## config.mk

```make
export PLATFORM = sky130hd
export DESIGN_NAME = low_power_mode_controller
export DESIGN_NICKNAME = d
export VERILOG_FILES = /design/src/rtl/low_power_mode_controller.v
export VERILOG_INCLUDE_DIRS = /design/src /design/src/shared
export SDC_FILE = /design/constraint.sdc
export NUM_CORES = 1
export LEC_CHECK = 0
export ABC_AREA = 1
export BUFFER_PORTS_ARGS = -buffer_cell sky130_fd_sc_hd__buf_2
export CAP_MARGIN = 20
export CORE_MARGIN = 4
export CORE_UTILIZATION = 55
export CTS_CLUSTER_DIAMETER = 150
export DETAILED_ROUTE_END_ITERATION = 16
export PLACE_DENSITY = 0.9
export SYNTH_ARGS = -nofsm -noshare
export SYNTH_HDL_FRONTEND = slang
export SYNTH_SLANG_ARGS = --single-unit
```

## constraint.sdc

```tcl
create_clock -name MCLK -period 1.9 [get_ports MCLK]
set_input_delay 0.095 -clock MCLK [delete_from_list [all_inputs] [get_ports MCLK]]
set_output_delay 0.095 -clock MCLK [all_outputs]
set_load 0.05 [all_outputs]
```

## src/shared/lpm_map.vh

```
/*
 * Constants of the low-power mode controller: register offsets, field
 * positions, reset values, module bit layout and timing figures.
 * Assumes it is included by bare name from the controller source only.
 */
`ifndef LPM_MAP_VH
`define LPM_MAP_VH

// ----------------------------------------------------------------------
// Timing
// ----------------------------------------------------------------------
`define LPM_CLK_PERIOD_NS       8
`define LPM_SETTLE_UNIT_NS      8192
`define LPM_SETTLE_UNIT_CYC     (`LPM_SETTLE_UNIT_NS / `LPM_CLK_PERIOD_NS)

// ----------------------------------------------------------------------
// Register offsets
// ----------------------------------------------------------------------
`define LPM_ADDR_HW_STANDBY_PIN_CTRL      8'h00
`define LPM_ADDR_LP_CTRL        8'h01
`define LPM_ADDR_WDT_CSR        8'h02
`define LPM_ADDR_HALT_HI        8'h03
`define LPM_ADDR_HALT_LO        8'h04
`define LPM_ADDR_IRQ_EN         8'h05
`define LPM_ADDR_MODE_STAT      8'h06

// ----------------------------------------------------------------------
// Field positions
// ----------------------------------------------------------------------
`define LPM_HW_STANDBY_PIN_SEL_BIT        7
`define LPM_SETTLE_MSB          6
`define LPM_SETTLE_LSB          4
`define LPM_CLKDIV_MSB          2
`define LPM_CLKDIV_LSB          0
`define LPM_DIRECT_TRANSITION_ON_BIT_BIT            7
`define LPM_LOW_SPEED_ON_BIT_BIT            6
`define LPM_PSS_BIT             6

// ----------------------------------------------------------------------
// Reset values
// ----------------------------------------------------------------------
`define LPM_HW_STANDBY_PIN_CTRL_RST       8'h00
`define LPM_LP_CTRL_RST         8'h00
`define LPM_WDT_CSR_RST         8'h00
`define LPM_IRQ_EN_RST          8'h00
`define LPM_HALT_RST            16'hFFFE
`define LPM_SYNC_RST            11'h600

// ----------------------------------------------------------------------
// Module halt bit layout
// ----------------------------------------------------------------------
`define LPM_MOD_TE              0
`define LPM_MOD_WDT1            4
`define LPM_MASK_LOWSPD_RUN     16'h001E
`define LPM_MASK_WATCH_RUN      16'h0010
`define LPM_MASK_NO_RETAIN      16'h03E0

`endif

```

## src/rtl/low_power_mode_controller.v

```verilog
/*
 * Low-power mode sequencer: high-speed, subactive, subsleep, watch,
 * hardware standby and reset states, per-module halt control and the
 * transfer-engine stop/bus-request conflict.
 * Assumes SLEEP_EXEC, CPU_IRQ_MASK, PERIPH_IRQ and TE_BUS_REQ come from
 * logic on MCLK; pins NMI_PIN, EXT_IRQ, RESET_PIN_N, HW_STANDBY_PIN_N
 * are asynchronous and are synchronised here.
 */
`timescale 1ns/10ps
`include "lpm_map.vh"

// Operation
// RULE_01: Sleep in subactive with standby 0, low-speed 1, prescaler 1 enters subsleep.
// RULE_02: Subsleep halts CPU and stops all modules but both timers and watchdogs.
// RULE_03: Subsleep wakes on peripheral, NMI, external lines, reset or standby pin.
// RULE_04: Accepted interrupt in subsleep goes to subactive and starts exception handling.
// RULE_05: Disabled external lines or masked or disabled peripheral interrupts never wake.
// RULE_06: Reset pin low starts oscillator and clock; reset handling begins at release.
// RULE_07: Outside source holds reset pin low until oscillator has settled.
// RULE_08: Standby pin low in subsleep or subactive forces hardware standby.
// RULE_09: Subsleep holds port values; CPU registers, some registers and RAM kept.
// RULE_10: Sleep in high-speed with standby 1, bits 11, prescaler 1 goes subactive.
// RULE_11: Interrupt in watch with low-speed bit 1 goes directly to subactive.
// RULE_12: Subactive runs CPU on subclock; modules but timers and watchdogs stopped.
// RULE_13: Software clears clock-divide field before running in subactive mode.
// RULE_14: Sleep in subactive with standby 1, direct 0, prescaler 1 enters watch.
// RULE_15: Sleep in subactive with standby 1, bits 01 goes high-speed after settling.
// RULE_16: Direct transitions keep executing; direct exception handling follows completion.
// RULE_17: Halt bit 1 stops module, 0 resumes it, at end of bus cycle.
// RULE_18: Stopped modules keep state except serial, converters and pulse-width units.
// RULE_19: After reset every module except transfer engine starts halted.
// RULE_20: Register access to a halted module has no effect.
// RULE_21: Stop request meeting transfer-engine bus request grants bus, bit stays clear.
// RULE_22: Mode held in state register; standby pin outranks every other condition.
module low_power_mode_controller
#(
   parameter integer SETTLE_UNIT_CYC = `LPM_SETTLE_UNIT_CYC,
   parameter integer NUM_PERIPH_IRQ  = 8
)
(
   input  wire                      MCLK,
   input  wire                      RESETN,
   input  wire [7:0]                REG_ADDR,
   input  wire [7:0]                REG_WDATA,
   input  wire                      REG_WR,
   input  wire                      REG_RD,
   output reg  [7:0]                REG_RDATA,
   input  wire                      SLEEP_EXEC,
   input  wire                      CPU_IRQ_MASK,
   input  wire [NUM_PERIPH_IRQ-1:0] PERIPH_IRQ,
   input  wire                      NMI_PIN,
   input  wire [7:0]                EXT_IRQ,
   input  wire                      RESET_PIN_N,
   input  wire                      HW_STANDBY_PIN_N,
   input  wire                      TE_BUS_REQ,
   output wire                      TE_BUS_GRANT,
   output reg  [6:0]                MODE_STATE,
   output reg                       CPU_HALT,
   output reg                       CPU_CLK_SUB,
   output reg                       SYS_CLK_ON,
   output reg                       OSC_START,
   output reg                       PORT_HOLD,
   output reg                       PORT_HIZ,
   output reg                       CORE_RESET,
   output reg  [15:0]               MODULE_STOP,
   output reg  [15:0]               MODULE_STATE_CLEAR,
   output reg  [15:0]               MODULE_ACCESS_EN,
   output reg                       RESET_EXC_START,
   output reg                       IRQ_EXC_START,
   output reg                       DIRECT_EXC_START
);

   // -------------------------------------------------------------------
   // States, one-hot
   // -------------------------------------------------------------------
   localparam [6:0] ST_HIGH   = 7'b000_0001;
   localparam [6:0] ST_SUBACT = 7'b000_0010;
   localparam [6:0] ST_SUBSLP = 7'b000_0100;
   localparam [6:0] ST_WATCH  = 7'b000_1000;
   localparam [6:0] ST_SETTLE = 7'b001_0000;
   localparam [6:0] ST_HWSTBY = 7'b010_0000;
   localparam [6:0] ST_RESET  = 7'b100_0000;

   // -------------------------------------------------------------------
   // Functions
   // -------------------------------------------------------------------
   // Settling delay in cycles; code 0 still waits one unit
   function [15:0] settle_cycles;
      input [2:0] code;
      reg   [31:0] prod;
      begin
         prod          = ({29'd0, code} + 32'd1) * SETTLE_UNIT_CYC;
         settle_cycles = prod[15:0];
      end
   endfunction

   // Modules forced off by a mode, whatever their halt bits say
   function [15:0] mode_stop_mask;
      input [6:0] st;
      begin
         case (st)
            ST_SUBACT, ST_SUBSLP : mode_stop_mask = ~`LPM_MASK_LOWSPD_RUN;
            ST_WATCH             : mode_stop_mask = ~`LPM_MASK_WATCH_RUN;
            ST_HWSTBY, ST_RESET  : mode_stop_mask = 16'hFFFF;
            default              : mode_stop_mask = 16'h0000;
         endcase
      end
   endfunction

   // -------------------------------------------------------------------
   // Declarations
   // -------------------------------------------------------------------
   reg  [10:0] sync1_q;
   reg  [10:0] sync2_q;
   reg  [7:0]  hw_standby_pin_ctrl_q;
   reg  [7:0]  hw_standby_pin_ctrl_d;
   reg  [7:0]  lp_ctrl_q;
   reg  [7:0]  lp_ctrl_d;
   reg  [7:0]  wdt_csr_q;
   reg  [7:0]  wdt_csr_d;
   reg  [7:0]  irq_en_q;
   reg  [7:0]  irq_en_d;
   reg  [15:0] halt_q;
   reg  [15:0] halt_d;
   reg  [6:0]  state_q;
   reg  [6:0]  state_d;
   reg  [15:0] settle_cnt_q;
   reg  [15:0] settle_cnt_d;
   reg         from_watch_q;
   reg         from_watch_d;
   reg         rst_exc_d;
   reg         irq_exc_d;
   reg         dir_exc_d;
   reg  [7:0]  rdata_d;
   reg  [15:0] stop_d;

   wire [7:0]  ext_irq_s;
   wire        nmi_s;
   wire        reset_pin_n_s;
   wire        hw_hw_standby_pin_n_s;
   wire        standby_select_bit;
   wire        low_speed_on_bit;
   wire        direct_transition_on_bit;
   wire        prescaler_select_bit;
   wire [2:0]  settle_time_field;
   wire        ext_wake;
   wire        periph_wake;
   wire        wake;
   wire        core_rst_now;
   wire        te_halt_req;

   // -------------------------------------------------------------------
   // Pin synchronisers
   // -------------------------------------------------------------------
   // Two stages; only the second stage feeds any logic
   always @(posedge MCLK or negedge RESETN)
   begin
      if (!RESETN)
      begin
         sync1_q <= `LPM_SYNC_RST;
         sync2_q <= `LPM_SYNC_RST;
      end
      else
      begin
         sync1_q <= {HW_STANDBY_PIN_N, RESET_PIN_N, NMI_PIN, EXT_IRQ};
         sync2_q <= sync1_q;
      end
   end

   assign ext_irq_s     = sync2_q[7:0];
   assign nmi_s         = sync2_q[8];
   assign reset_pin_n_s = sync2_q[9];
   assign hw_hw_standby_pin_n_s   = sync2_q[10];

   // -------------------------------------------------------------------
   // Control fields
   // -------------------------------------------------------------------
   assign standby_select_bit       = hw_standby_pin_ctrl_q[`LPM_HW_STANDBY_PIN_SEL_BIT];
   assign settle_time_field        = hw_standby_pin_ctrl_q[`LPM_SETTLE_MSB:`LPM_SETTLE_LSB];
   assign low_speed_on_bit         = lp_ctrl_q[`LPM_LOW_SPEED_ON_BIT_BIT];
   assign direct_transition_on_bit = lp_ctrl_q[`LPM_DIRECT_TRANSITION_ON_BIT_BIT];
   assign prescaler_select_bit     = wdt_csr_q[`LPM_PSS_BIT];

   // -------------------------------------------------------------------
   // Wake qualification
   // -------------------------------------------------------------------
   // External lines need their enable and an unmasked CPU, peripheral requests only an unmasked CPU; NMI never masks
   assign ext_wake    = (|(ext_irq_s & irq_en_q)) & ~CPU_IRQ_MASK;   // see RULE_05
   assign periph_wake = (|PERIPH_IRQ) & ~CPU_IRQ_MASK; // see RULE_05
   assign wake        = nmi_s | ext_wake | periph_wake; // see RULE_03

   // Whole chip held in reset while in the reset or standby state
   assign core_rst_now = (state_q == ST_RESET) || (state_q == ST_HWSTBY);

   // Bus wins over a simultaneous stop request for the transfer engine
   assign te_halt_req  = REG_WR && (REG_ADDR == `LPM_ADDR_HALT_LO)
                         && REG_WDATA[`LPM_MOD_TE];
   assign TE_BUS_GRANT = TE_BUS_REQ & ~halt_q[`LPM_MOD_TE];         // see RULE_21

   // -------------------------------------------------------------------
   // Register file, next values
   // -------------------------------------------------------------------
   // Writes land at the cycle's closing edge, so halts act at bus-cycle end
   always @*
   begin
      hw_standby_pin_ctrl_d = hw_standby_pin_ctrl_q;
      lp_ctrl_d   = lp_ctrl_q;
      wdt_csr_d   = wdt_csr_q;
      irq_en_d    = irq_en_q;
      halt_d      = halt_q;
      if (core_rst_now)
      begin
         // Reset state reloads defaults, so release finds modules halted
         hw_standby_pin_ctrl_d = `LPM_HW_STANDBY_PIN_CTRL_RST;
         lp_ctrl_d   = `LPM_LP_CTRL_RST;
         wdt_csr_d   = `LPM_WDT_CSR_RST;
         irq_en_d    = `LPM_IRQ_EN_RST;
         halt_d      = `LPM_HALT_RST; // see RULE_19
      end
      else if (REG_WR)
      begin
         case (REG_ADDR)
            `LPM_ADDR_HW_STANDBY_PIN_CTRL : hw_standby_pin_ctrl_d = REG_WDATA;
            `LPM_ADDR_LP_CTRL   : lp_ctrl_d   = REG_WDATA & 8'hC0;
            `LPM_ADDR_WDT_CSR   : wdt_csr_d   = REG_WDATA & 8'h40;
            `LPM_ADDR_IRQ_EN    : irq_en_d    = REG_WDATA;
            `LPM_ADDR_HALT_HI   : halt_d[15:8] = REG_WDATA;          // see RULE_17
            `LPM_ADDR_HALT_LO   :
            begin
               halt_d[7:0] = REG_WDATA; // see RULE_17
               // A pending bus request keeps the engine running
               if (te_halt_req && TE_BUS_REQ)
                  halt_d[`LPM_MOD_TE] = 1'b0; // see RULE_21
            end
            default             : halt_d = halt_q;
         endcase
      end
   end

   // Read data one cycle after the strobe; unmapped reads give zero
   always @*
   begin
      rdata_d = 8'h00;
      if (REG_RD)
      begin
         case (REG_ADDR)
            `LPM_ADDR_HW_STANDBY_PIN_CTRL : rdata_d = hw_standby_pin_ctrl_q;
            `LPM_ADDR_LP_CTRL   : rdata_d = lp_ctrl_q;
            `LPM_ADDR_WDT_CSR   : rdata_d = wdt_csr_q;
            `LPM_ADDR_HALT_HI   : rdata_d = halt_q[15:8];
            `LPM_ADDR_HALT_LO   : rdata_d = halt_q[7:0];
            `LPM_ADDR_IRQ_EN    : rdata_d = irq_en_q;
            `LPM_ADDR_MODE_STAT : rdata_d = {1'b0, state_q};
            default             : rdata_d = 8'h00;
         endcase
      end
   end

   // -------------------------------------------------------------------
   // Mode sequencer
   // -------------------------------------------------------------------
   // Standby pin checked first, then reset pin, then per-state moves
   always @*
   begin
      state_d      = state_q;
      settle_cnt_d = settle_cnt_q;
      from_watch_d = from_watch_q;
      rst_exc_d    = 1'b0;
      irq_exc_d    = 1'b0;
      dir_exc_d    = 1'b0;
      if (!hw_hw_standby_pin_n_s)
         state_d = ST_HWSTBY; // see RULE_08, see RULE_22
      else if (!reset_pin_n_s)
         state_d = ST_RESET; // see RULE_06
      else
      begin
         case (state_q)
            ST_HIGH :
            begin
               if (SLEEP_EXEC && standby_select_bit && prescaler_select_bit)
               begin
                  if (low_speed_on_bit && direct_transition_on_bit)
                  begin
                     state_d   = ST_SUBACT; // see RULE_10
                     dir_exc_d = 1'b1; // see RULE_16
                  end
                  else if (!direct_transition_on_bit)
                     state_d = ST_WATCH;
               end
            end
            ST_SUBACT :
            begin
               if (SLEEP_EXEC && prescaler_select_bit)
               begin
                  if (!standby_select_bit && low_speed_on_bit)
                     state_d = ST_SUBSLP; // see RULE_01
                  else if (standby_select_bit && !direct_transition_on_bit)
                     state_d = ST_WATCH; // see RULE_14
                  else if (standby_select_bit && !low_speed_on_bit)
                  begin
                     // CPU keeps running on the subclock while settling
                     state_d      = ST_SETTLE; // see RULE_15
                     settle_cnt_d = settle_cycles(settle_time_field);
                     from_watch_d = 1'b0;
                  end
               end
            end
            ST_SUBSLP :
            begin
               if (wake)
               begin
                  state_d   = ST_SUBACT; // see RULE_04
                  irq_exc_d = 1'b1; // see RULE_04
               end
            end
            ST_WATCH :
            begin
               if (wake && low_speed_on_bit)
               begin
                  state_d   = ST_SUBACT; // see RULE_11
                  irq_exc_d = 1'b1;
               end
               else if (wake)
               begin
                  state_d      = ST_SETTLE;
                  settle_cnt_d = settle_cycles(settle_time_field);
                  from_watch_d = 1'b1;
               end
            end
            ST_SETTLE :
            begin
               if (settle_cnt_q == 16'h0000)
               begin
                  state_d   = ST_HIGH; // see RULE_15
                  // Exception kind depends on how the wait was entered
                  irq_exc_d = from_watch_q;
                  dir_exc_d = ~from_watch_q; // see RULE_16
               end
               else
                  settle_cnt_d = settle_cnt_q - 16'h0001;
            end
            ST_HWSTBY :
               state_d = ST_RESET;
            ST_RESET :
            begin
               // Oscillator settling is the reset source's job
               state_d   = ST_HIGH; // see RULE_07
               rst_exc_d = 1'b1; // see RULE_06
            end
            default :
               state_d = ST_RESET;
         endcase
      end
   end

   // Effective stop: halt bits plus whatever the coming mode forbids
   always @*
   begin
      stop_d = halt_d | mode_stop_mask(state_d);             // see RULE_02, see RULE_12
   end

   // -------------------------------------------------------------------
   // State and register flops
   // -------------------------------------------------------------------
   always @(posedge MCLK or negedge RESETN)
   begin
      if (!RESETN)
      begin
         state_q      <= ST_HIGH;
         settle_cnt_q <= 16'h0000;
         from_watch_q <= 1'b0;
         hw_standby_pin_ctrl_q  <= `LPM_HW_STANDBY_PIN_CTRL_RST;
         lp_ctrl_q    <= `LPM_LP_CTRL_RST;
         wdt_csr_q    <= `LPM_WDT_CSR_RST;
         irq_en_q     <= `LPM_IRQ_EN_RST;
         halt_q       <= `LPM_HALT_RST; // see RULE_19
      end
      else
      begin
         state_q      <= state_d; // see RULE_22
         settle_cnt_q <= settle_cnt_d;
         from_watch_q <= from_watch_d;
         hw_standby_pin_ctrl_q  <= hw_standby_pin_ctrl_d;
         lp_ctrl_q    <= lp_ctrl_d;
         wdt_csr_q    <= wdt_csr_d;
         irq_en_q     <= irq_en_d;
         halt_q       <= halt_d;
      end
   end

   // -------------------------------------------------------------------
   // Registered outputs
   // -------------------------------------------------------------------
   // Built from next values so they track the state register exactly
   always @(posedge MCLK or negedge RESETN)
   begin
      if (!RESETN)
      begin
         REG_RDATA          <= 8'h00;
         MODE_STATE         <= ST_HIGH;
         CPU_HALT           <= 1'b0;
         CPU_CLK_SUB        <= 1'b0;
         SYS_CLK_ON         <= 1'b1;
         OSC_START          <= 1'b1;
         PORT_HOLD          <= 1'b0;
         PORT_HIZ           <= 1'b0;
         CORE_RESET         <= 1'b0;
         MODULE_STOP        <= `LPM_HALT_RST;
         MODULE_STATE_CLEAR <= `LPM_HALT_RST & `LPM_MASK_NO_RETAIN;
         MODULE_ACCESS_EN   <= ~`LPM_HALT_RST;
         RESET_EXC_START    <= 1'b0;
         IRQ_EXC_START      <= 1'b0;
         DIRECT_EXC_START   <= 1'b0;
      end
      else
      begin
         REG_RDATA          <= rdata_d;
         MODE_STATE         <= state_d;
         // Halted in subsleep, watch, reset, standby and a settle entered from watch; a direct move runs on
         CPU_HALT           <= (state_d == ST_SUBSLP) || (state_d == ST_WATCH)
                               || (state_d == ST_HWSTBY) || (state_d == ST_RESET)
                               || ((state_d == ST_SETTLE) && from_watch_d);  // see RULE_02
         CPU_CLK_SUB        <= (state_d == ST_SUBACT)
                               || ((state_d == ST_SETTLE) && !from_watch_d); // see RULE_12
         // Reset pin turns the main clock on once its synchronised level puts the sequencer in reset
         SYS_CLK_ON         <= (state_d == ST_HIGH) || (state_d == ST_RESET)
                               || (state_d == ST_SETTLE);             // see RULE_06
         OSC_START          <= (state_d == ST_HIGH) || (state_d == ST_RESET)
                               || (state_d == ST_SETTLE);             // see RULE_06
         PORT_HOLD          <= (state_d == ST_SUBSLP) || (state_d == ST_WATCH); // see RULE_09
         PORT_HIZ           <= (state_d == ST_HWSTBY);
         CORE_RESET         <= (state_d == ST_HWSTBY) || (state_d == ST_RESET);
         MODULE_STOP        <= stop_d; // see RULE_17
         // Units that cannot hold state are cleared while stopped
         MODULE_STATE_CLEAR <= stop_d & `LPM_MASK_NO_RETAIN;          // see RULE_18
         MODULE_ACCESS_EN   <= ~stop_d; // see RULE_20
         RESET_EXC_START    <= rst_exc_d;
         IRQ_EXC_START      <= irq_exc_d;
         DIRECT_EXC_START   <= dir_exc_d;
      end
   end

endmodule // low_power_mode_controller

```

Yosys cells after proc, flatten, opt, wreduce, memory -nomap -nowiden
Index checks and enable logic that the tools add are counted.

operators by class
  add/subtract/negate cells = 2
  multipliers = 0
  divide/modulo/power cells = 0
  magnitude comparators = 0
  eq/ne operators = 27
  shift operators = 0
  multiplexer cells = 66
  bitwise logic cells = 11
  reductions and logical operators = 43

operators by type and width
  cell                   number
  $mux 16                9
  $mux 8                 15
  $pmux 16 s3            2
  $mux 7                 13
  $pmux 8 s7             1
  $pmux 7 s6             1
  $eq 8x3->1 const B     3
  $mux 1                 22
  $eq 8x2->1 const B     2
  $logic_not 16->1       1
  $not 16->16            1
  $or 16x16->16          1
  $reduce_or 8->1        2
  $sub 16x1->16 const B  1
  $eq 7x1->1 const B     2
  $eq 7x2->1 const B     2
  $eq 7x3->1 const B     2
  $eq 7x4->1 const B     2
  $eq 7x5->1 const B     2
  $eq 7x6->1 const B     2
  $eq 7x7->1 const B     2
  $ne 2x2->1 const B     7
  $logic_and 1x1->1      13
  $reduce_and 10->1      1
  other kinds (15)       40

storage, ports and cells
  register bits = 148
  latch bits = 0
  bits in writable memories = 0
  ROM bits = 0
  output and inout port bits = 74
  word-level logic and storage cells = 172
  memories kept = 0

Longest topological paths before layout
Gate-level depths: netlist of the first run.

  depth after elaboration = 15
  gate-level depth with buffers = 13

Least setup slack after synthesis of the first run
OpenSTA, ideal clock, no wires.

  kind = register -> register
  start point = register MODE_STATE[5] (netlist name)
  end point = register settle_cnt_q[4]
  setup time = 0.117 ns
  arrival = 1.755 ns
  data required time = 1.783 ns
  slack = 0.028 ns
  cell stages (with the launch flop) = 12
  buffers on the path = 1
  clock period less this slack = 1.872 ns
  cell sequence = dfrtp_1 nor2_4 nand2_4 nor2_8 inv_4 a21oi_2 nor2_4 nand2_8 nand2_4 buf_6 nand2_1 nand2_1

RTL lines
  item                  RTL line                         text
  to (signal assigned)  low_power_mode_controller.v:381  settle_cnt_q <= settle_cnt_d;
  to (decl)             low_power_mode_controller.v:127  reg [15:0] settle_cnt_q;

==> key figures, run 1 <==
Power
  – Leakage: 4.09 nW
  – Switching part of the total: a little over a quarter
  – Maximum VDD drop: approximately 0.0012 V
  – Reg power frac: 45.3%
  – Switching pwr: 1.72 mW
  – Internal Power: approximately 4.7 mW
  – Clock power share: 46.4%
  – Cell Pwr Density: ~820 nW/µm²
  – Part of the power in combinational logic: slightly above 8%

Floorplan
  – Top-Level Pins: 116
  – Chip width: 114 µm
  – # rows: 38
  – Core ar.: ~11000 µm²
  – Area of the die: 12900 µm²
  – Initial Util: 56.2%
  – Die Y: between 100 and 150 µm

Worst setup path
  – WP data arrival: 2.33 ns
  – Slowest cell on crit path: dfrtp_1
  – R2R cell count: 9
  – Max stage delay on crit path: 0.43 ns
  – Crit path launch: MODE_STATE[3]
  – Crit end category: flop
  – Reg2reg setup slack: -0.02 ns
  – Critical path type: flop to flop
  – Critical Path Fanout Max: 5
  – Worst r2r src: MODE_STATE[3]
  – Setup crit end: irq_en_q[4]
  – Crit path launch type: flop
  – Reg-to-reg endpoint: irq_en_q[4]
  – Worst EP required: 2.32 ns
  – Crit-path cells: nor2_4 > nand2_4 > inv_1 > nand4_1 > nand2_2 > clkinvlp_4 > buf_4 > nand2_1 > o21ai_1

Yosys
  – Post-synth EDFFs: 0
  – Mapped cell area: 6120 µm²
  – Synth Register Bits: 130
  – Yosys cell types: 42
  – Average size of a mapped cell: 8.70 µm²
  – Post-synthesis sequential area ratio: 53.9%
  – Cell count after synthesis: approximately 700
  – Ys Warns: 0
  – Predominant post-synthesis flop cell: dfrtp_1
  – Synth async-reset ratio: 100%

Timing
  – Slew @ Worst Pin: 0.759 ns
  – Max Slew Vio Count: 0
  – Max_slew headroom: 49.1%
  – Part of the cycle the worst path needs: 101%
  – Final setup vio count: 2
  – Worst Skew: between 0.01 and 0.015 ns
  – Post-route minimum period: 1.92 ns
  – Fmax: approximately 520 MHz
  – Final Hold Fails: 0
  – Worst hold slack: between 0.06 and 0.07 ns
  – Setup ws final: -0.0174 ns

Cells and area
  – Finished Cell Area: between 7000 and 8000 µm²
  – Commonest non-fill, non-tap cell in the layout: nand2_1
  – Final cell count without fillers: 1016
  – Most frequent cells in the layout: nand2_1 (205), buf_2 (103), dfrtp_1 (91), nor2_1 (68), inv_1 (67)
  – Final core occ: 71.5%
  – Nets: 908
  – Area growth, synth to finish: 27.2%
  – Diodes inserted: 0
  – Layout cell share with drive strength beyond 1: 30.9%

Placement
  – Gpl congestion: around 0.96
  – Hpwl dp: 11.3 mm
  – Placed Cells: 953
  – Setup slack at placement: 0.0312 ns
  – Placement Cell Area: 6870 µm²
  – Input/output buffers: ~100

Detailed routing
  – Remaining antenna violation count: 0
  – Iteration-0 DRC Markers: between 600 and 700
  – Drt pass-1 iters: 6
  – DRC: 0
  – Via count of the routed design: 5714
  – Avg WL per Cell: 18.0 µm
  – M1 wire length: 6.43 mm
  – DR WL met2: 9.18 mm
  – Met3 wire length: 1.57 mm
  – Top layer reached by signal wires: met4
  – Via density: 5.62
  – Routed wire length: 18.3 mm

Clock network
  – Clock buffer depth: 2
  – CTS tree: yes
  – Clock transition at the registers of the reported paths: roughly 0.060 ns
  – Clk_lat worst skew: around 0.54 ns
  – Clock sink count: 130
  – TritonCTS Buffers: 17
  – Clk root buf: clkbuf_8
  – H-Tree Depth: 4

Global route
  – Initial antenna violation count: 0
  – Grt total ovfl: 0
  – Vias in the first global route: ~5800
  – First-pass GRT wire length: around 28 mm
  – Largest net degree at the start of global routing: 53
  – Gr usage total: ~28%

Hold path
  – HP Class: primary input to asynchronous set/reset pin

Flow run
  – Max cap viols: 0

Run status
  – Failing checks: setup timing
  – Status: complete, but fails checks
==> worst min-delay path by stage <==
stage	slack (ns)	cells after the start	to	from
6_report	0.07	2	settle_cnt_q[8]	RESETN
3_5_place_dp	0.09	1	settle_cnt_q[8]	RESETN
2_1_floorplan	-0.20	0	CORE_RESET	RESETN
3_3_place_gp	0.09	1	settle_cnt_q[5]	RESETN
4_1_cts	0.05	5	REG_RDATA[7]	REG_ADDR[0]
5_1_grt	0.10	2	settle_cnt_q[8]	RESETN
==> registers in the layout, indices dropped and copies added (netlist names), 7 cells and up <==
| name | flops |
|---|---|
| MODULE_ACCESS_EN | 16 |
| MODULE_STOP | 16 |
| halt_q | 16 |
| settle_cnt_q | 16 |
| sync1_q | 11 |
| sync2_q | 11 |
| REG_RDATA | 8 |
| hw_standby_pin_ctrl_q | 8 |
| irq_en_q | 8 |
| MODE_STATE | 7 |
==> power by group through the flow <==
stage	registers, mW	logic (mW)	clock network, mW
after global routing	2.90	0.577	3.11
after global placement	2.93	0.434	0
after CTS	2.89	0.490	2.98
after detailed placement	2.94	0.445	0
final	2.89	0.534	2.97
after floorplan	2.95	0.252	0
==> cells in the mapped netlist, types with 2 or more instances <==
cell / n / area, µm²
dfrtp_1: 93 / 2330
inv_4: 2 / 12.5
a32oi_1: 2 / 17.5
nor2_1: 74 / 278
nor2_4: 9 / 101
ha_1: 3 / 37.5
inv_1: 70 / 263
a31oi_1: 3 / 18.8
a21oi_2: 10 / 87.6
xor2_1: 8 / 70.1
buf_6: 4 / 45.0
nand2_4: 6 / 67.6
dfstp_2: 37 / 972
nor3_1: 9 / 45.0
o21ai_0: 26 / 130
inv_2: 8 / 30.0
a21oi_1: 18 / 90.1
xnor2_1: 5 / 43.8
nand3_1: 42 / 210
buf_2: 5 / 25.0
clkbuf_1: 2 / 7.51
nand4_1: 8 / 50.1
o21ai_1: 5 / 25.0
nand3_2: 3 / 30.0
buf_4: 18 / 135
nor2_2: 5 / 31.3
nand2_2: 3 / 18.8
o211ai_1: 7 / 52.6
nand2_1: 206 / 773
==> layer usage <==
layer / GRT usage, % / vias up
met1: 32.0 / 2696
met5: 0 / -
met3: 7.69 / 110
met4: 17.5 / 0
li1: - / 2519
met2: 47.2 / 389
==> area by class of cell <==
| class | instances | area [µm²] |
|---|---|---|
| fill | 721 | 3100 |
| tap | 140 | 175 |
| clock buffer | 20 | 435 |
| sequential | 130 | 3300 |
| inverter | 80 | 314 |
| timing repair buffer | 159 | 1040 |
| clock inverter | 12 | 101 |
| multi-input combinational | 474 | 2420 |
| timing repair inverter | 1 | 5.00 |
==> cells by family after synthesis <==
family,count (synthesis),share of synthesized area [%]
flops,130,53.9
xor+xnor,13,1.86
simple gates,373,27.8
buf+inv,110,8.54
fa+ha+maj,3,0.613
other cells,1,0.0613
compound gates,74,7.26
==> what timing repair did <==
item / CTS / global route
hold buffers: 22 / 0
pin swaps: 0 / 8
resized for setup: 1 / 28
cloned: 0 / 1
hold endpoints to repair: 145 / 0
buffers inserted: 0 / 8
setup endpoints to repair: 6 / 36
==> worst max-delay path: cells and delay by family, from the launching register on <==
kind            cells  cell delay [ns]
buf+inv             3             0.40
compound gates      1             0.08
flops               1             0.43
simple gates        5             0.89
==> stage by stage <==
stage / TNS, ns / total power [mW]
after floorplan: 0 / 3.20
after global placement: 0 / 3.37
after detailed placement: 0 / 3.38
after CTS: 0 / 6.36
after global routing: -0.488 / 6.58
final: -0.0188 / 6.39
No activity file was read; power rests on OpenSTA's default activity.
==> run 2, diff against run 1 <==
ABC_AREA = 0   (was 1)
CTS_CLUSTER_SIZE = 40   (was not set)
PLACE_DENSITY = 0.89   (was 0.9)
==> run 2 against run 1 <==
Highest routed layer unchanged. Sequential share of layout area shrank 5.6 points. Global-route usage grew 3.9 points. The flow still finishes with violations (setup timing). First-iteration DRC count increased by 35%. Critical path type unchanged. Count of clock-buffer cells in the layout shrank 3.
==> key figures, run 2 <==
Worst setup path
  – WP data arrival: 3.00 ns (was 2.33 ns)
  – Critical path type: flop to flop (unchanged)
  – R2R cell count: 10 (was 9)
  – Worst r2r src: MODE_STATE[6] (was MODE_STATE[3])
  – Max stage delay on crit path: 0.63 ns (was 0.43 ns)
  – Reg-to-reg endpoint: MODULE_STOP[8] (was irq_en_q[4])
  – Slowest cell on crit path: or4_1 (was dfrtp_1)
  – Reg2reg setup slack: -0.68 ns (was -0.02 ns)
  – Worst EP required: 2.32 ns (about the same)
  – Crit end category: flop (unchanged)
  – CP bufs+invs: 4 (was 3)
  – Crit-path cells: buf_6 > buf_4 > nor3_2 > o21ai_1 > o31a_1 > o31ai_2 > o211ai_1 > buf_4 > buf_6 > or4_1 (was nor2_4 > nand2_4 > inv_1 > nand4_1 > nand2_2 > clkinvlp_4 > buf_4 > nand2_1 > o21ai_1)
  – CP delay by family, top: simple AND/OR/NAND/NOR gates (unchanged)
  – Critical Path Fanout Max: 12 (was 5)
  – Crit path launch type: flop (unchanged)

Placement
  – Gpl congestion: 0.942 (was 0.960)
  – Input/output buffers: 104 (unchanged)
  – Hpwl dp: 12.6 mm (was 11.3 mm)

Yosys
  – Mapped cell area: 5920 µm² (was 6120 µm²)
  – Synth async-reset ratio: 100% (unchanged)
  – Top post-synthesis cells by count: dfrtp_1 (93), nand2_1 (52), a21oi_1 (45) (was nand2_1 (206), dfrtp_1 (93), nor2_1 (74))
  – Compound-gate portion of the synthesized area: 15.1% (was 7.26%)
  – Synth Area in XOR/XNOR: 0.444% (was 1.86%)
  – Synth Register Bits: 130 (unchanged)
  – Dominant cell by count in the synthesized netlist: dfrtp_1 (was nand2_1)
  – Post-synth EDFFs: 0 (unchanged)
  – Main combinational cell family by area after synthesis: simple AND/OR/NAND/NOR gates (unchanged)
  – Average size of a mapped cell: 10.5 µm² (was 8.70 µm²)
  – Post-synthesis sequential area ratio: 55.7% (was 53.9%)
  – Post-Synth Simple-Gate Area: 21.2% (was 27.8%)
  – Predominant post-synthesis flop cell: dfrtp_1 (unchanged)
  – Synth top area share: 39.3% (was 38.0%)
  – Yosys cell types: 70 (was 42)
  – Synth top area cells: dfrtp_1 (39%), dfstp_2 (16%), a21oi_1 (3.8%) (was dfrtp_1 (38%), dfstp_2 (16%), nand2_1 (13%))
  – Mux contribution to synthesized area: 1.04% (was 0%)
  – Synth Area in Adders: 0.634% (was 0.613%)
  – Post-synth top area cell: dfrtp_1 (unchanged)
  – Ys Warns: 0 (unchanged)
  – Cell count after synthesis: 563 (was 704)

Clock network
  – Clock sink count: 130 (unchanged)
  – Clock buffer depth: 2 (unchanged)
  – H-Tree Depth: 4 (unchanged)
  – Clk root buf: clkbuf_8 (unchanged)
  – Clk_lat worst skew: 0.55 ns (was 0.54 ns)
  – CTS tree: yes (unchanged)
  – Clock transition at the registers of the reported paths: 0.08 ns (was 0.06 ns)
  – TritonCTS Buffers: 17 (unchanged)

Timing
  – Setup TNS: -23.85 ns (was -0.0188 ns)
  – Setup ws final: -0.678 ns (was -0.0174 ns)
  – Slew @ Worst Pin: 0.655 ns (was 0.759 ns)
  – Post-route minimum period: 2.58 ns (was 1.92 ns)
  – Fmax: 388 MHz (was 522 MHz)
  – Final Hold Fails: 0 (unchanged)
  – Part of the cycle the worst path needs: 136% (was 101%)
  – Max_slew headroom: 56.3% (was 49.1%)
  – Worst Skew: 0.0163 ns (was 0.0122 ns)
  – Max Slew Vio Count: 0 (unchanged)
  – Final setup vio count: 57 (was 2)
  – RSZ-0062 raised after global routing: true

Cells and area
  – Nets: 862 (was 908)
  – Final core occ: 86.2% (was 71.5%)
  – Most frequent cells in the layout: buf_4 (117), buf_2 (103), dfrtp_1 (88), nand2_1 (49), nand3_1 (38) (was nand2_1 (205), buf_2 (103), dfrtp_1 (91), nor2_1 (68), inv_1 (67))
  – Area growth, synth to finish: 51.7% (was 27.2%)
  – Commonest non-fill, non-tap cell in the layout: buf_4 (was nand2_1)
  – Layout cell share with drive strength beyond 1: 49.5% (was 30.9%)
  – Diodes inserted: 0 (unchanged)

Detailed routing
  – Routed wire length: 24.5 mm (was 18.3 mm)
  – Remaining antenna violation count: 0 (unchanged)
  – Drt pass-1 iters: 9 (was 6)
  – Iteration-0 DRC Markers: 862 (was 637)
  – Avg WL per Cell: 25.3 µm (was 18.0 µm)
  – DRC: 0 (unchanged)
  – Via count of the routed design: 6409 (was 5714)
  – Via density: 6.63 (was 5.62)

Global route
  – First-pass GRT wire length: 31.6 mm (was 28.3 mm)
  – Gr usage total: 32.1% (was 28.2%)
  – Grt total ovfl: 0 (unchanged)
  – Vias in the first global route: 6002 (was 5797)
  – Initial antenna violation count: 0 (unchanged)
  – Largest net degree at the start of global routing: 46 (was 53)

Flow run
  – Max cap viols: 0 (unchanged)

Hold path
  – Hold path endpoint: irq_en_q[7]
  – Hold depth: 4
  – HP Class: primary input to flop (was primary input to asynchronous set/reset pin)
  – Hold Crit Start: REG_WR

Power
  – Final Power: 6.66 mW (was 6.39 mW)
  – Maximum VDD drop: 0.000850 V (was 0.00122 V)
  – Cell Pwr Density: 742 nW/µm² (was 821 nW/µm²)
  – Leakage: 4.06 nW (was 4.09 nW)

Run status
  – Failing checks: setup timing (unchanged)
  – Status: complete, but fails checks (unchanged)

Floorplan
  – Top-Level Pins: 116 (unchanged)
  – Die Y: 112 µm (was 114 µm)
  – Chip width: 112 µm (was 114 µm)
  – Initial Util: 56.8% (was 56.2%)
  – Core ar.: 10400 µm² (was 10900 µm²)
  – Area of the die: 12500 µm² (was 12900 µm²)
  – # rows: 37 (was 38)
run 2: changes by cell type in the layout (fill, tap and decap cells not counted), sizes merged, moves of 8 or more:
cell	delta
a22oi	+14
nor2	-57
buf	+114
nor2b	+8
or4	+14
o21ai	-17
nor4	+15
nand2	-164
nor3	+18
inv	-63
a31oi	+8
a21oi	+18
run 2: cells by family (layout without fill, tap and decap cells):
group | count (synthesis) | count (layout)
other | 1 | 11
muxes | 6 | 6
DFF | 130 | 130
AOI/OAI and AO/OA | 131 | 131
and+or+nand+nor | 229 | 230
adders and majority gates | 3 | 3
buffers and inverters | 60 | 316
xor gates and xnor gates | 3 | 3
run 2: worst min-delay path, stage by stage:
cell and delay [ns]:
buf_2 0.11, buf_4 0.22, nand3_1 0.10, a21oi_1 0.06
run 2: stage by stage:
stage                     setup slack, ns  std cells  hold WS, ns  cell area, µm²
after floorplan                    -0.585        573       -0.201            6020
after global placement             -0.336        882        0.135            7340
after detailed placement           -0.394        882        0.145            7340
after CTS                          -0.383        947       0.0655            8440
after global routing               -0.814        966       0.0993            8980
final                              -0.678        966       0.0956            8980
run 2: worst max path at each step:
stage	cells after the start	start	endpoint	slack [ns]
floorplan	7	MODE_STATE[1]	settle_cnt_q[9]	-0.58
global placement	6	MODE_STATE[1]	settle_cnt_q[8]	-0.34
detailed placement	6	MODE_STATE[1]	settle_cnt_q[8]	-0.39
CTS	9	MODE_STATE[6]	MODULE_STOP[0]	-0.38
global route	10	MODE_STATE[6]	MODULE_STOP[8]	-0.81
finish	10	MODE_STATE[6]	MODULE_STOP[8]	-0.68
run 2: what timing repair did:
item                       CTS  global route
hold buffers                21             0
gates cloned                 1             3
pin swaps                   23            27
setup endpoints to repair   56            84
gates resized for setup     38            73
setup buffers               11            17
hold endpoints to repair    81             0
run 2: layout make-up:
type | instances | area [µm²]
Clock inverter | 15 | 158
Tap cell | 136 | 170
Fill cell | 510 | 1430
Clock buffer | 17 | 414
Timing Repair Buffer | 274 | 2080
Sequential cell | 130 | 3310
Inverter | 10 | 37.5
Multi-Input combinational cell | 384 | 2820
run 2: routing by layer:
metal | share of wire [%] | GRT usage (%) | wire length, µm | vias up
met1 | 33 | 38.2 | 8170 | 3049
met3 | 9.5 | 6.58 | 2310 | 200
met5 | 0 | 0 | 0 | -
li1 | - | - | - | 2562
met2 | 48 | 54.8 | 11900 | 598
met4 | 8.8 | 17.0 | 2140 | 0
run 2: where the power goes:
part           switching (mW)  internal, mW
Clock                    1.58          1.70
Sequential             0.0193          2.81
Combinational           0.359         0.193
Total                    1.96          4.70
==> run 3, diff against run 2 <==
CTS_BUF_LIST = sky130_fd_sc_hd__clkbuf_2 sky130_fd_sc_hd__clkbuf_4 sky130_fd_sc_hd__clkbuf_8   (was not set)
==> run 3 against run 2 <==
The flow still finishes with violations (setup timing). Die area unchanged. Count of clock-buffer cells in the layout stayed put. Via count down 6.5%. Utilization shrank 2.9 points. Sequential cell count unchanged. Clock power decreased by 28%. Power down 15%. Global-route usage is 1.1 points lower. Non-clock buffer count fell by 5. Design area shrank 3.4%. Sequential share of layout area grew 1.3 points. Register-to-register slack improved by 0.24 ns. Critical path type unchanged. Largest cell class unchanged.
==> key figures, run 3 (synthesis results as in run 2) <==
Run status
  – Status: complete, but fails checks (unchanged)
  – Failing checks: setup timing (unchanged)

Worst setup path
  – Critical path type: flop to flop (unchanged)
  – Crit path launch type: flop (unchanged)
  – Worst EP required: 2.27 ns (was 2.32 ns)
  – Crit end category: flop (unchanged)
  – WP data arrival: 2.71 ns (was 3.00 ns)
  – Critical Path Fanout Max: 7 (was 12)

Global route
  – Gr usage total: 31.0% (was 32.1%)
  – First-pass GRT wire length: 30.4 mm (was 31.6 mm)
  – Grt total ovfl: 0 (unchanged)
  – Vias in the first global route: 5847 (was 6002)
  – Initial antenna violation count: 0 (unchanged)
  – Largest net degree at the start of global routing: 46 (unchanged)

Power
  – Part of the power in combinational logic: 9.0% (was 8.3%)
  – Clock power share: 41.4% (was 49.2%)
  – Final Power: 5.69 mW (was 6.66 mW)
  – Switching part of the total: 30.1% (was 29.4%)
  – Maximum VDD drop: 0.000649 V (was 0.000850 V)
  – Reg power frac: 49.6% (was 42.5%)
  – Internal Power: 3.98 mW (was 4.70 mW)
  – Switching pwr: 1.71 mW (was 1.96 mW)
  – Cell Pwr Density: 656 nW/µm² (was 742 nW/µm²)
  – Leakage: 3.95 nW (was 4.06 nW)

Cells and area
  – Most frequent cells in the layout: buf_4 (117), buf_2 (103), dfrtp_1 (88), nand2_1 (48) (was buf_4 (117), buf_2 (103), dfrtp_1 (88), nand2_1 (49), nand3_1 (38))
  – Area growth, synth to finish: 46.6% (was 51.7%)
  – Commonest non-fill, non-tap cell in the layout: buf_4 (unchanged)
  – # fillers: 547 (was 510)
  – Nets: 857 (was 862)
  – Layout cell share with drive strength beyond 1: 48.5% (was 49.5%)

Placement
  – Setup slack at placement: -0.394 ns (unchanged)
  – Hpwl dp: 12.6 mm (unchanged)
  – Gpl congestion: 0.942 (unchanged)
  – Input/output buffers: 104 (unchanged)

Timing
  – Final Hold Fails: 0 (unchanged)
  – Worst hold slack: 0.0590 ns (was 0.0956 ns)
  – Max_slew headroom: 57.3% (was 56.3%)
  – Part of the cycle the worst path needs: 123% (was 136%)
  – Max Slew Vio Count: 0 (unchanged)
  – Setup TNS: -19.43 ns (was -23.85 ns)
  – RSZ-0062 raised after global routing: true (unchanged)
  – Fmax: 427 MHz (was 388 MHz)
  – Setup ws final: -0.440 ns (was -0.678 ns)
  – Worst Skew: 0.0210 ns (was 0.0163 ns)
  – Slew @ Worst Pin: 0.640 ns (was 0.655 ns)
  – Post-route minimum period: 2.34 ns (was 2.58 ns)
  – Final setup vio count: 60 (was 57)

Clock network
  – Clock sink count: 130 (unchanged)
  – H-Tree Depth: 4 (unchanged)
  – CTS tree: yes (unchanged)
  – Clock buffer depth: 2 (unchanged)
  – Clock transition at the registers of the reported paths: 0.09 ns (was 0.08 ns)
  – Clk_lat worst skew: 0.45 ns (was 0.55 ns)
  – TritonCTS Buffers: 17 (unchanged)
  – Clk root buf: clkbuf_8 (unchanged)

Detailed routing
  – DRC: 0 (unchanged)
  – Iteration-0 DRC Markers: 728 (was 862)
  – Routed wire length: 20.5 mm (was 24.5 mm)
  – M1 wire length: 7.29 mm (was 8.17 mm)
  – Via density: 6.23 (was 6.63)
  – DR WL met2: 10.3 mm (was 11.9 mm)
  – Met3 wire length: 1.87 mm (was 2.31 mm)
  – Top layer reached by signal wires: met4 (unchanged)
  – Avg WL per Cell: 21.3 µm (was 25.3 µm)
  – Remaining antenna violation count: 0 (unchanged)
  – Via count of the routed design: 5995 (was 6409)
  – Drt pass-1 iters: 9 (unchanged)

Floorplan
  – Chip width: 112 µm (unchanged)
  – # rows: 37 (unchanged)
  – Initial Util: 56.8% (unchanged)
  – Top-Level Pins: 116 (unchanged)
  – Die Y: 112 µm (unchanged)
  – Area of the die: 12500 µm² (unchanged)
  – Core ar.: 10400 µm² (unchanged)

Flow run
  – Max cap viols: 0 (unchanged)

Hold path
  – HP Class: primary input to flop (unchanged)
## run 3: timing repair
item / 4_1_cts / 5_1_grt
pin swaps: 17 / 27
buffers inserted: 14 / 12
endpoints found under the hold margin: 60 / 0
hold buffers: 20 / 0
cloned: 4 / 0
gates resized for setup: 41 / 59
endpoints found under the setup margin: 56 / 84
## run 3: final timing paths
check                               from        endpoint  slack, ns  cells past startpoint
max                        MODE_STATE[0]  MODULE_STOP[9]      -0.44                      9
min                           TE_BUS_REQ       halt_q[0]       0.06                      3
max reg2reg                MODE_STATE[0]  MODULE_STOP[9]      -0.44                      9
min reg2reg                   sync1_q[3]      sync2_q[3]       0.35                      0
max in group asynchronous         RESETN      halt_q[13]       0.91                      3
min in group asynchronous         RESETN      sync2_q[8]       0.20                      2
## run 3: stage by stage
step | std cells | instance area, µm² | utilization (%)
2_1_floorplan | 573 | 6020 | -
3_3_place_gp | 882 | 7340 | 70.5
3_5_place_dp | 882 | 7340 | 70.5
4_1_cts | 952 | 8320 | 79.9
5_1_grt | 961 | 8670 | 83.3
6_report | 962 | 8680 | 83.3
## run 3: per-layer routing
| layer | track usage, % | vias up |
|---|---|---|
| met4 | 14.2 | 0 |
| met3 | 7.45 | 127 |
| li1 | - | 2546 |
| met2 | 52.4 | 443 |
| met5 | 0 | - |
| met1 | 37.5 | 2879 |
## run 3: power by group through the flow
| stage | Combinational (mW) | Sequential, mW | Clock [mW] |
|---|---|---|---|
| final | 0.513 | 2.82 | 2.35 |
| after CTS | 0.470 | 2.82 | 2.37 |
| after global placement | 0.411 | 2.87 | 0 |
| after floorplan | 0.196 | 2.90 | 0 |
| after global routing | 0.542 | 2.83 | 2.50 |
| after detailed placement | 0.424 | 2.87 | 0 |
## run 3: worst max-delay path: stages (launching register included)
cell       delay [ns]
dfstp_2          0.58
buf_6            0.17
nor3_4           0.07
o21a_1           0.14
buf_4            0.14
a21oi_2          0.22
a2bb2oi_4        0.11
buf_12           0.14
buf_16           0.13
or4_1            0.56
## run 3: cell type report
class / instances / area, µm² / share of cell area, %
clock inverters: 15 / 158 / 1.82
inverters: 10 / 37.5 / 0.433
repair buffers: 269 / 2040 / 23.5
multi-input cells: 384 / 2730 / 31.4
flip-flops and latches: 130 / 3310 / 38.1
well taps: 136 / 170 / 1.96
clock buffers: 17 / 234 / 2.70
diodes: 1 / 2.50 / 0.0288
